[src/hcd_params.svh]
// Purpose: offsets, field positions, reset values for the config decoder
// Assumes: included by bare name
// Notes:   erased flash reads as all ones
`ifndef HCD_PARAMS_SVH
`define HCD_PARAMS_SVH
`define HCD_SFR_CFG_ADDR   8'h93
`define HCD_SFR_CFG_DATA   8'h94
`define HCD_IDX_SEC_MEM    7'h7F
`define HCD_IDX_SUP_PORTS  7'h7E
`define HCD_ERASED_BYTE    8'hFF
`define HCD_SFR_RESET      8'h00
`define HCD_B0_SECURITY    7
`define HCD_B0_PML         6
`define HCD_B0_RSL         5
`define HCD_B0_BOOTROM     4
`define HCD_B0_WDRST       3
`define HCD_B0_DATA_FLASH_SIZE_SELECT_HI    2
`define HCD_B0_DATA_FLASH_SIZE_SELECT_LO    0
`define HCD_B1_DBL_HI      7
`define HCD_B1_DBL_LO      6
`define HCD_B1_ABL_HI      5
`define HCD_B1_ABL_LO      4
`define HCD_B1_DAB         3
`define HCD_B1_DDB         2
`define HCD_B1_PORT0_GPIO_ENABLE        1
`define HCD_B1_PORT2_3_GPIO_ENABLE       0
`endif

[src/hcd_pkg.sv]
// Purpose: types for the hardware configuration decoder
// Assumes: nothing
// Notes:   struct field order follows the two stored bytes
package hcd_pkg;
  typedef enum logic [1:0] {
    HCD_BO_4V5,
    HCD_BO_4V2,
    HCD_BO_2V7,
    HCD_BO_2V5
  } hcd_bo_level_t;

  typedef enum logic [2:0] {
    HCD_DF_RESERVED,
    HCD_DF_UPTO_32K,
    HCD_DF_UPTO_16K,
    HCD_DF_UPTO_8K,
    HCD_DF_4K,
    HCD_DF_2K,
    HCD_DF_1K,
    HCD_DF_NONE
  } hcd_df_size_t;

  typedef struct packed {
    logic          securityAccessEnable;
    logic          programMemoryLock;
    logic          resetSectorLock;
    logic          bootRomEnable;
    logic          watchdogResetEnable;
    hcd_df_size_t  dataFlashSizeSelect;
    hcd_bo_level_t digitalBrownoutThreshold;
    hcd_bo_level_t analogBrownoutThreshold;
    logic          analogBrownoutDisable;
    logic          digitalBrownoutDisable;
    logic          port0GpioEnable;
    logic          port23GpioEnable;
  } hcd_cfg_t;
endpackage

[src/hcd_config_decoder.sv]
// Purpose: configuration byte store, indirect read port and field decode
// Assumes: progMode comes from strap logic on the same clock
// Notes:   store has no reset so it survives resets like flash
`timescale 1ns/10ps
`include "hcd_params.svh"
// Overview of operation
// - security clear: program mode only via user mode
// - program lock set blocks flash writes
// - program lock overrides reset sector lock
// - reset sector lock makes sector read-only
// - boot rom enable field drives boot rom
// - watchdog reset enable field gates watchdog reset
// - decode three-bit data flash size field
// - decode digital brownout threshold field
// - decode analog brownout threshold, same encoding
// - analog brownout disabled only above two volts
// - digital brownout disable field gates reset
// - port0 field selects gpio or external bus
// - port2/3 field selects gpio or external bus
// - config bytes change only in program mode
// - address register selects, data register returns byte
// - 128 bytes behind address and data registers
// - secured bytes change only by mass erase
// - erased bytes read as all ones
module hcd_config_decoder #(
  parameter int DEPTH = 128
) (
  input  wire logic                  clock,
  input  wire logic                  sys_rst,
  input  wire logic [7:0]            sfrAddr,
  input  wire logic [7:0]            sfrWrData,
  input  wire logic                  sfrWr,
  input  wire logic                  sfrRd,
  output logic [7:0]                 sfrRdData,
  input  wire logic                  progMode,
  input  wire logic                  massErase,
  input  wire logic                  avddAbove2v,
  output hcd_pkg::hcd_cfg_t          cfg,
  output logic                       flashAccessUamOnly,
  output logic                       progFlashWriteEnable,
  output logic                       uamFlashWriteEnable,
  output logic                       resetSectorWriteEnable,
  output logic                       bootRomEnable,
  output logic                       watchdogResetEnable,
  output hcd_pkg::hcd_df_size_t      dataFlashSize,
  output hcd_pkg::hcd_bo_level_t     digitalBrownoutLevel,
  output hcd_pkg::hcd_bo_level_t     analogBrownoutLevel,
  output logic                       analogBrownoutResetEnable,
  output logic                       digitalBrownoutResetEnable,
  output logic                       port0ExtBus,
  output logic                       port2ExtBus,
  output logic                       port3StrobeEnable
);
  typedef enum logic {HCD_LOAD, HCD_RUN} hcd_state_t;

  logic [7:0]        cfgMem [DEPTH];
  logic [7:0]        configAddressSelect;
  logic [7:0]        next_configAddressSelect;
  logic [7:0]        next_sfrRdData;
  hcd_pkg::hcd_cfg_t next_cfg;
  hcd_state_t        state;
  hcd_state_t        next_state;
  logic [2:0]        avddSync;
  logic              avddStable;
  logic              next_avddStable;
  logic              memWe;
  logic              eraseAll;
  logic [6:0]        selIdx;
  logic              secured;

  function automatic hcd_pkg::hcd_cfg_t decodeBytes(input logic [7:0] b0,
                                                    input logic [7:0] b1);
    hcd_pkg::hcd_cfg_t c;
    c.securityAccessEnable     = b0[`HCD_B0_SECURITY];
    c.programMemoryLock        = b0[`HCD_B0_PML];
    c.resetSectorLock          = b0[`HCD_B0_RSL];
    c.bootRomEnable            = b0[`HCD_B0_BOOTROM];
    c.watchdogResetEnable      = b0[`HCD_B0_WDRST];
    c.dataFlashSizeSelect      =
      hcd_pkg::hcd_df_size_t'(b0[`HCD_B0_DATA_FLASH_SIZE_SELECT_HI:`HCD_B0_DATA_FLASH_SIZE_SELECT_LO]);
    c.digitalBrownoutThreshold =
      hcd_pkg::hcd_bo_level_t'(b1[`HCD_B1_DBL_HI:`HCD_B1_DBL_LO]);
    c.analogBrownoutThreshold  =
      hcd_pkg::hcd_bo_level_t'(b1[`HCD_B1_ABL_HI:`HCD_B1_ABL_LO]);
    c.analogBrownoutDisable    = b1[`HCD_B1_DAB];
    c.digitalBrownoutDisable   = b1[`HCD_B1_DDB];
    c.port0GpioEnable          = b1[`HCD_B1_PORT0_GPIO_ENABLE];
    c.port23GpioEnable         = b1[`HCD_B1_PORT2_3_GPIO_ENABLE];
    return c;
  endfunction

  assign selIdx  = configAddressSelect[6:0];
  assign secured = !cfg.securityAccessEnable;

  // store writes: program mode only, secured bytes only through erase
  always_comb begin
    eraseAll = progMode && massErase;
    memWe    = progMode && sfrWr && (sfrAddr == `HCD_SFR_CFG_DATA) && !eraseAll;
    if (secured && ((selIdx == `HCD_IDX_SEC_MEM) || (selIdx == `HCD_IDX_SUP_PORTS))) begin
      memWe = 1'b0;
    end
  end

  // no reset: contents must persist across resets
  always_ff @(posedge clock) begin
    for (int i = 0; i < DEPTH; i++) begin
      if (eraseAll) begin
        cfgMem[i] <= `HCD_ERASED_BYTE;
      end else if (memWe && (selIdx == 7'(i))) begin
        cfgMem[i] <= sfrWrData;
      end
    end
  end

  // register port: address is ordinary storage, data is indirect
  always_comb begin
    next_configAddressSelect = configAddressSelect;
    next_sfrRdData           = sfrRdData;
    if (sfrWr && (sfrAddr == `HCD_SFR_CFG_ADDR)) begin
      next_configAddressSelect = sfrWrData;
    end
    if (sfrRd) begin
      if (sfrAddr == `HCD_SFR_CFG_ADDR) begin
        next_sfrRdData = configAddressSelect;
      end else if (sfrAddr == `HCD_SFR_CFG_DATA) begin
        next_sfrRdData = cfgMem[selIdx];
      end else begin
        next_sfrRdData = `HCD_SFR_RESET;
      end
    end
  end

  always_ff @(posedge clock or posedge sys_rst) begin
    if (sys_rst) begin
      configAddressSelect <= `HCD_SFR_RESET;
      sfrRdData           <= `HCD_SFR_RESET;
    end else begin
      configAddressSelect <= next_configAddressSelect;
      sfrRdData           <= next_sfrRdData;
    end
  end

  // latch once after release; later programming waits for next reset
  always_comb begin
    next_state = state;
    next_cfg   = cfg;
    case (state)
      HCD_LOAD: begin
        next_cfg   = decodeBytes(cfgMem[`HCD_IDX_SEC_MEM], cfgMem[`HCD_IDX_SUP_PORTS]);
        next_state = HCD_RUN;
      end
      HCD_RUN: begin
        next_state = HCD_RUN;
      end
      default: begin
        next_state = HCD_LOAD;
      end
    endcase
  end

  always_ff @(posedge clock or posedge sys_rst) begin
    if (sys_rst) begin
      state <= HCD_LOAD;
      cfg   <= hcd_pkg::hcd_cfg_t'({`HCD_ERASED_BYTE, `HCD_ERASED_BYTE});
    end else begin
      state <= next_state;
      cfg   <= next_cfg;
    end
  end

  // analog comparator is asynchronous; take it once two stages agree
  always_comb begin
    next_avddStable = avddStable;
    if (avddSync[1] == avddSync[2]) begin
      next_avddStable = avddSync[2];
    end
  end

  always_ff @(posedge clock or posedge sys_rst) begin
    if (sys_rst) begin
      avddSync   <= 3'h0;
      avddStable <= 1'b0;
    end else begin
      avddSync   <= {avddSync[1:0], avddAbove2v};
      avddStable <= next_avddStable;
    end
  end

  // decoded controls
  assign flashAccessUamOnly         = progMode && secured;
  assign progFlashWriteEnable       = !cfg.programMemoryLock;
  assign uamFlashWriteEnable        = !cfg.programMemoryLock;
  assign resetSectorWriteEnable     = !cfg.programMemoryLock && !cfg.resetSectorLock;
  assign bootRomEnable              = cfg.bootRomEnable;
  assign watchdogResetEnable        = cfg.watchdogResetEnable;
  assign dataFlashSize              = cfg.dataFlashSizeSelect;
  assign digitalBrownoutLevel       = cfg.digitalBrownoutThreshold;
  assign analogBrownoutLevel        = cfg.analogBrownoutThreshold;
  // below two volts the disable bit cannot hold the reset off
  assign analogBrownoutResetEnable  = !cfg.analogBrownoutDisable || !avddStable;
  assign digitalBrownoutResetEnable = !cfg.digitalBrownoutDisable;
  assign port0ExtBus                = !cfg.port0GpioEnable;
  assign port2ExtBus                = !cfg.port23GpioEnable;
  assign port3StrobeEnable          = !cfg.port0GpioEnable || !cfg.port23GpioEnable;
endmodule

[config.mk]
export PLATFORM = sky130hd
export DESIGN_NAME = hcd_config_decoder
export DESIGN_NICKNAME = d
export VERILOG_FILES = /design/src/hcd_pkg.sv /design/src/hcd_config_decoder.sv
export VERILOG_INCLUDE_DIRS = /design/src
export SDC_FILE = /design/constraint.sdc
export NUM_CORES = 2
export LEC_CHECK = 0
export ABC_AREA = 1
export BUFFER_PORTS_ARGS = -buffer_cell sky130_fd_sc_hd__buf_2
export CAP_MARGIN = 5
export CORE_ASPECT_RATIO = 2
export CORE_MARGIN = 8
export CORE_UTILIZATION = 30
export DETAILED_ROUTE_END_ITERATION = 6
export GPL_TIMING_DRIVEN = 0
export PLACE_DENSITY = 0.43
export SLEW_MARGIN = 20
export SYNTH_ARGS = -nofsm -noshare
export SYNTH_HDL_FRONTEND = slang
export SYNTH_SLANG_ARGS = --single-unit
[constraint.sdc]
create_clock -name clock -period 2.75 [get_ports clock]
set_clock_uncertainty 0.1 [all_clocks]
set_input_delay 0.4125 -clock clock [delete_from_list [all_inputs] [get_ports clock]]
set_output_delay 0.4125 -clock clock [all_outputs]
set_load 0.1 [all_outputs]
==> impl_metrics.json <==
{
  "run_status": "finished, violations left",
  "failing_checks": "negative hold slack, negative setup slack",
  "numClockSinks": 1061,
  "synth.ff_latch_count": 1061,
  "vdd.ir_drop.worst_uv": 551.4,
  "power.total_mw": 37.36,
  "synth_compound_gate_area_share_pct": 3.003,
  "max_freq_ghz": 0.3479,
  "global_route_wire_length_before_repair_um": 352500,
  "place_hpwl_um": 194700,
  "design.final.nets": 5578,
  "port_buffers": 64,
  "worstPathMaxFanout": 10,
  "unrepaired_setup_endpoints_after_global_routing": "yes",
  "crit_path_start_kind": "flop",
  "synth.yosys.warnings": 0,
  "synth_sequential_area_ratio_pct": 65.47,
  "layout_worst_path_cycle_share_pct": 104.5,
  "post_synthesis_area_per_instance_um2": 9.388,
  "crit_path_cell_trace": "nor2_2 -> buf_6 -> buf_4 -> nand2_1 -> nand2_1 -> o21ai_1 -> nand3_2 -> nand3_2 -> a21oi_1",
  "placement_rows": 208,
  "postSynthNetCount": 5180,
  "commonest_cells_after_routing_fill_and_taps_aside": "sky130_fd_sc_hd__nand2_1, sky130_fd_sc_hd__edfxtp_1, sky130_fd_sc_hd__clkbuf_1, sky130_fd_sc_hd__buf_4, sky130_fd_sc_hd__nor2_1",
  "endpoint_kind": "flop",
  "initial_utilization_pct": 30.20,
  "report.final.hold_viol_count": 1,
  "post_synth_fa_ha_maj_area_fraction_pct": 0.02067,
  "synth.cell_area_mm2": 0.04842,
  "crit_slowest_cell": "sky130_fd_sc_hd__dfrtp_2",
  "cts-root-buf": "sky130_fd_sc_hd__clkbuf_16",
  "drt_iter0_markers": 4484,
  "design.die.area_mm2": 0.1753,
  "yosys.cell_types.count": 32,
  "cellPowerDensity_mw_per_mm2": 610.7,
  "area_growth_pct": 26.35,
  "vias": 41471,
  "synth_enable_flop_cells": 1024,
  "synthXorXnorAreaFrac_pct": 0,
  "coreArea_mm2": 0.1603,
  "drtPass1Iterations": 6,
  "finalWirelength_um": 272400,
  "final_layout_size_suffix_gt1_share_pct": 18.98,
  "routed_via_density": 5.352,
  "drt_drc_violations_left": 0,
  "synth_top_flop_cell": "sky130_fd_sc_hd__edfxtp_1",
  "synthArstFlopShare_pct": 3.487,
  "fillers": 16195,
  "grt_overall_usage_pct": 30.14,
  "worstPathArrival_ns": 3.48,
  "cp_slowest_stage_delay_ns": 0.50,
  "final.setup.worst_slack_ns": -0.1242,
  "largest_net_degree_at_the_start_of_global_routing": 21,
  "route.antenna.remaining_nets": 0,
  "netlist.top_cell.by_area": "sky130_fd_sc_hd__edfxtp_1",
  "dieHeight_um": 584.1,
  "gr-total-overflow": 0,
  "clock_path_buffers": 3,
  "setup_viol": 514,
  "clock_tree_from_tritoncts": "yes",
  "worst_pin_slew_ns": 1.271,
  "synth_top_area_share_pct": 63.51,
  "tritoncts.num_buffers": 97,
  "relSlewSlack_pct": 15.26,
  "clk-insertion-delay-late_ns": 0.77,
  "max_cap_viol_count": 0,
  "slew_viol_final": 0,
  "synth.area.top_cells": "sky130_fd_sc_hd__edfxtp_1, sky130_fd_sc_hd__nand2_1, sky130_fd_sc_hd__nor2_1",
  "routed_wire_length_per_instance_um": 35.15,
  "timing.final.crit_period_ns": 2.874,
  "synth_top_family_by_area": "simple AND/OR/NAND/NOR gates",
  "htreeDepth": 3,
  "post-place-ws_ns": -1.889,
  "mostFrequentLayoutCell": "sky130_fd_sc_hd__nand2_1",
  "first_global_vias": 39972,
  "worst_setup_hold_path_clk_slew_ns": 0.08,
  "p_leak_nw": 19.18,
  "timing_worst_setup_path_type": "reg2reg",
  "synth.mux.area_fraction_pct": 0.2558,
  "io_pins": 65,
  "gp_congestion": 1.011,
  "antenna_violations_before_repair": 20,
  "cp_data_required_time_ns": 3.36,
  "netlist_instances": 5157,
  "synth_simple_gate_area_share_pct": 27.59,
  "fin_hold_ws_ns": -0.006723,
  "die_width_um": 300.1,
  "hold_path_class": "in2reg"
}
[metal layers]
layer  track usage (%)  vias up  routed length, µm
li1                  -    17634                  -
met1             28.99    20389              82090
met2             52.95     2424             134800
met3             5.954     1018              20570
met4             29.18        6              34920
met5                 0        -                 51
[power by group]
group          internal (mW)  total (mW)  switching, mW
clock network           8.40        15.2           6.78
logic                   1.01        4.49           3.48
registers               17.7        17.7         0.0300
total                   27.1        37.4           10.3
[cells by family after synthesis]
| kind of cell | count (synthesis) |
|---|---|
| AO/OA/AOI/OAI | 254 |
| other | 1 |
| AND/OR/NAND/NOR | 3398 |
| adder cells (fa/ha/maj) | 1 |
| buffers and inverters | 431 |
| multiplexers | 11 |
| flip-flops | 1061 |
[repair_timing]
action / 4_1_cts / 5_1_grt
cloned: 6 / 4
setup endpoints to repair: 2056 / 1185
setup buffers: 91 / 76
endpoints found under the hold margin: 41 / 2
gates resized for setup: 686 / 266
hold buffers: 3 / 1
pin swaps: 44 / 35
[critical path: cells and delay by family, from the launching register on]
family | cells | cell delay (ns)
AO/OA/AOI/OAI | 2 | 0.36
AND/OR/NAND/NOR | 5 | 1.07
buffers and inverters | 2 | 0.71
flip-flops | 1 | 0.50
[Yosys cell counts, types with 2 or more instances]
cell type and number:
sky130_fd_sc_hd__buf_2 77, sky130_fd_sc_hd__nor2_4 29, sky130_fd_sc_hd__clkinv_1 2, sky130_fd_sc_hd__nand2_1 2969, sky130_fd_sc_hd__edfxtp_1 1024, sky130_fd_sc_hd__nand4_1 32
sky130_fd_sc_hd__nor2_1 233, sky130_fd_sc_hd__o21ai_0 150, sky130_fd_sc_hd__dfrtp_1 21, sky130_fd_sc_hd__a21oi_1 32, sky130_fd_sc_hd__mux2_2 11, sky130_fd_sc_hd__inv_2 35
sky130_fd_sc_hd__nand3_1 120, sky130_fd_sc_hd__buf_4 11, sky130_fd_sc_hd__a22oi_1 70, sky130_fd_sc_hd__buf_1 33, sky130_fd_sc_hd__nand3_4 7, sky130_fd_sc_hd__inv_1 49
sky130_fd_sc_hd__clkbuf_1 223, sky130_fd_sc_hd__nand2_2 2, sky130_fd_sc_hd__dfstp_2 16
[final timing paths]
| check | startpoint | cells past startpoint | slack, ns | end |
|---|---|---|---|---|
| max in group asynchronous | sys_rst | 4 | 1.88 | bootRomEnable |
| min in group asynchronous | sys_rst | 3 | 0.11 | avddStable |
| worst max register to register | configAddressSelect[2] | 9 | -0.12 | sfrRdData[7] |
| worst min-delay path | sfrRd | 4 | -0.007 | sfrRdData[1] |
| worst min register to register | avddSync[0] | 0 | 0.25 | avddSync[1] |
| worst max-delay path | configAddressSelect[2] | 9 | -0.12 | sfrRdData[7] |
[cell type report]
cell class              count  area (µm²)  share of cell area, %
plain buffers             342        2546                  4.162
multi-input cells        3665       17030                  27.84
diodes                     11       27.53                0.04500
well taps                2100        2628                  4.295
repair buffers            302        3502                  5.725
flip-flops and latches   1061       31700                  51.82
inverters                  86       362.8                 0.5931
clock inverters            48       634.4                  1.037
clock buffers             134        2741                  4.481
[flip-flops by register name (all words and copies together), names as in the netlist]
| register | cells |
|---|---|
| cfgMem | 1024 |
| configAddressSelect | 8 |
| sfrRdData | 8 |
| cfg | 7 |
| avddSync | 3 |
| dataFlashSize | 3 |
| analogBrownoutLevel | 2 |
| digitalBrownoutLevel | 2 |
| avddStable | 1 |
| bootRomEnable | 1 |
| state | 1 |
| watchdogResetEnable | 1 |
[through the flow]
step	std cells	hold slack (ns)	instance area (µm²)	TNS (ns)	util, %
6_report	7749	-0.006723	61170	-18.87	38.16
5_1_grt	7741	0.03159	61150	-36.95	38.15
4_1_cts	7663	0.01737	59410	-2.789	37.06
3_5_place_dp	7381	0.2373	52240	-2367.03	32.58
3_3_place_gp	7321	0.2329	51360	-3178.16	32.04
2_1_floorplan	5157	0.2312	48420	-23.86	-
No activity file was read; power rests on OpenSTA's default activity.
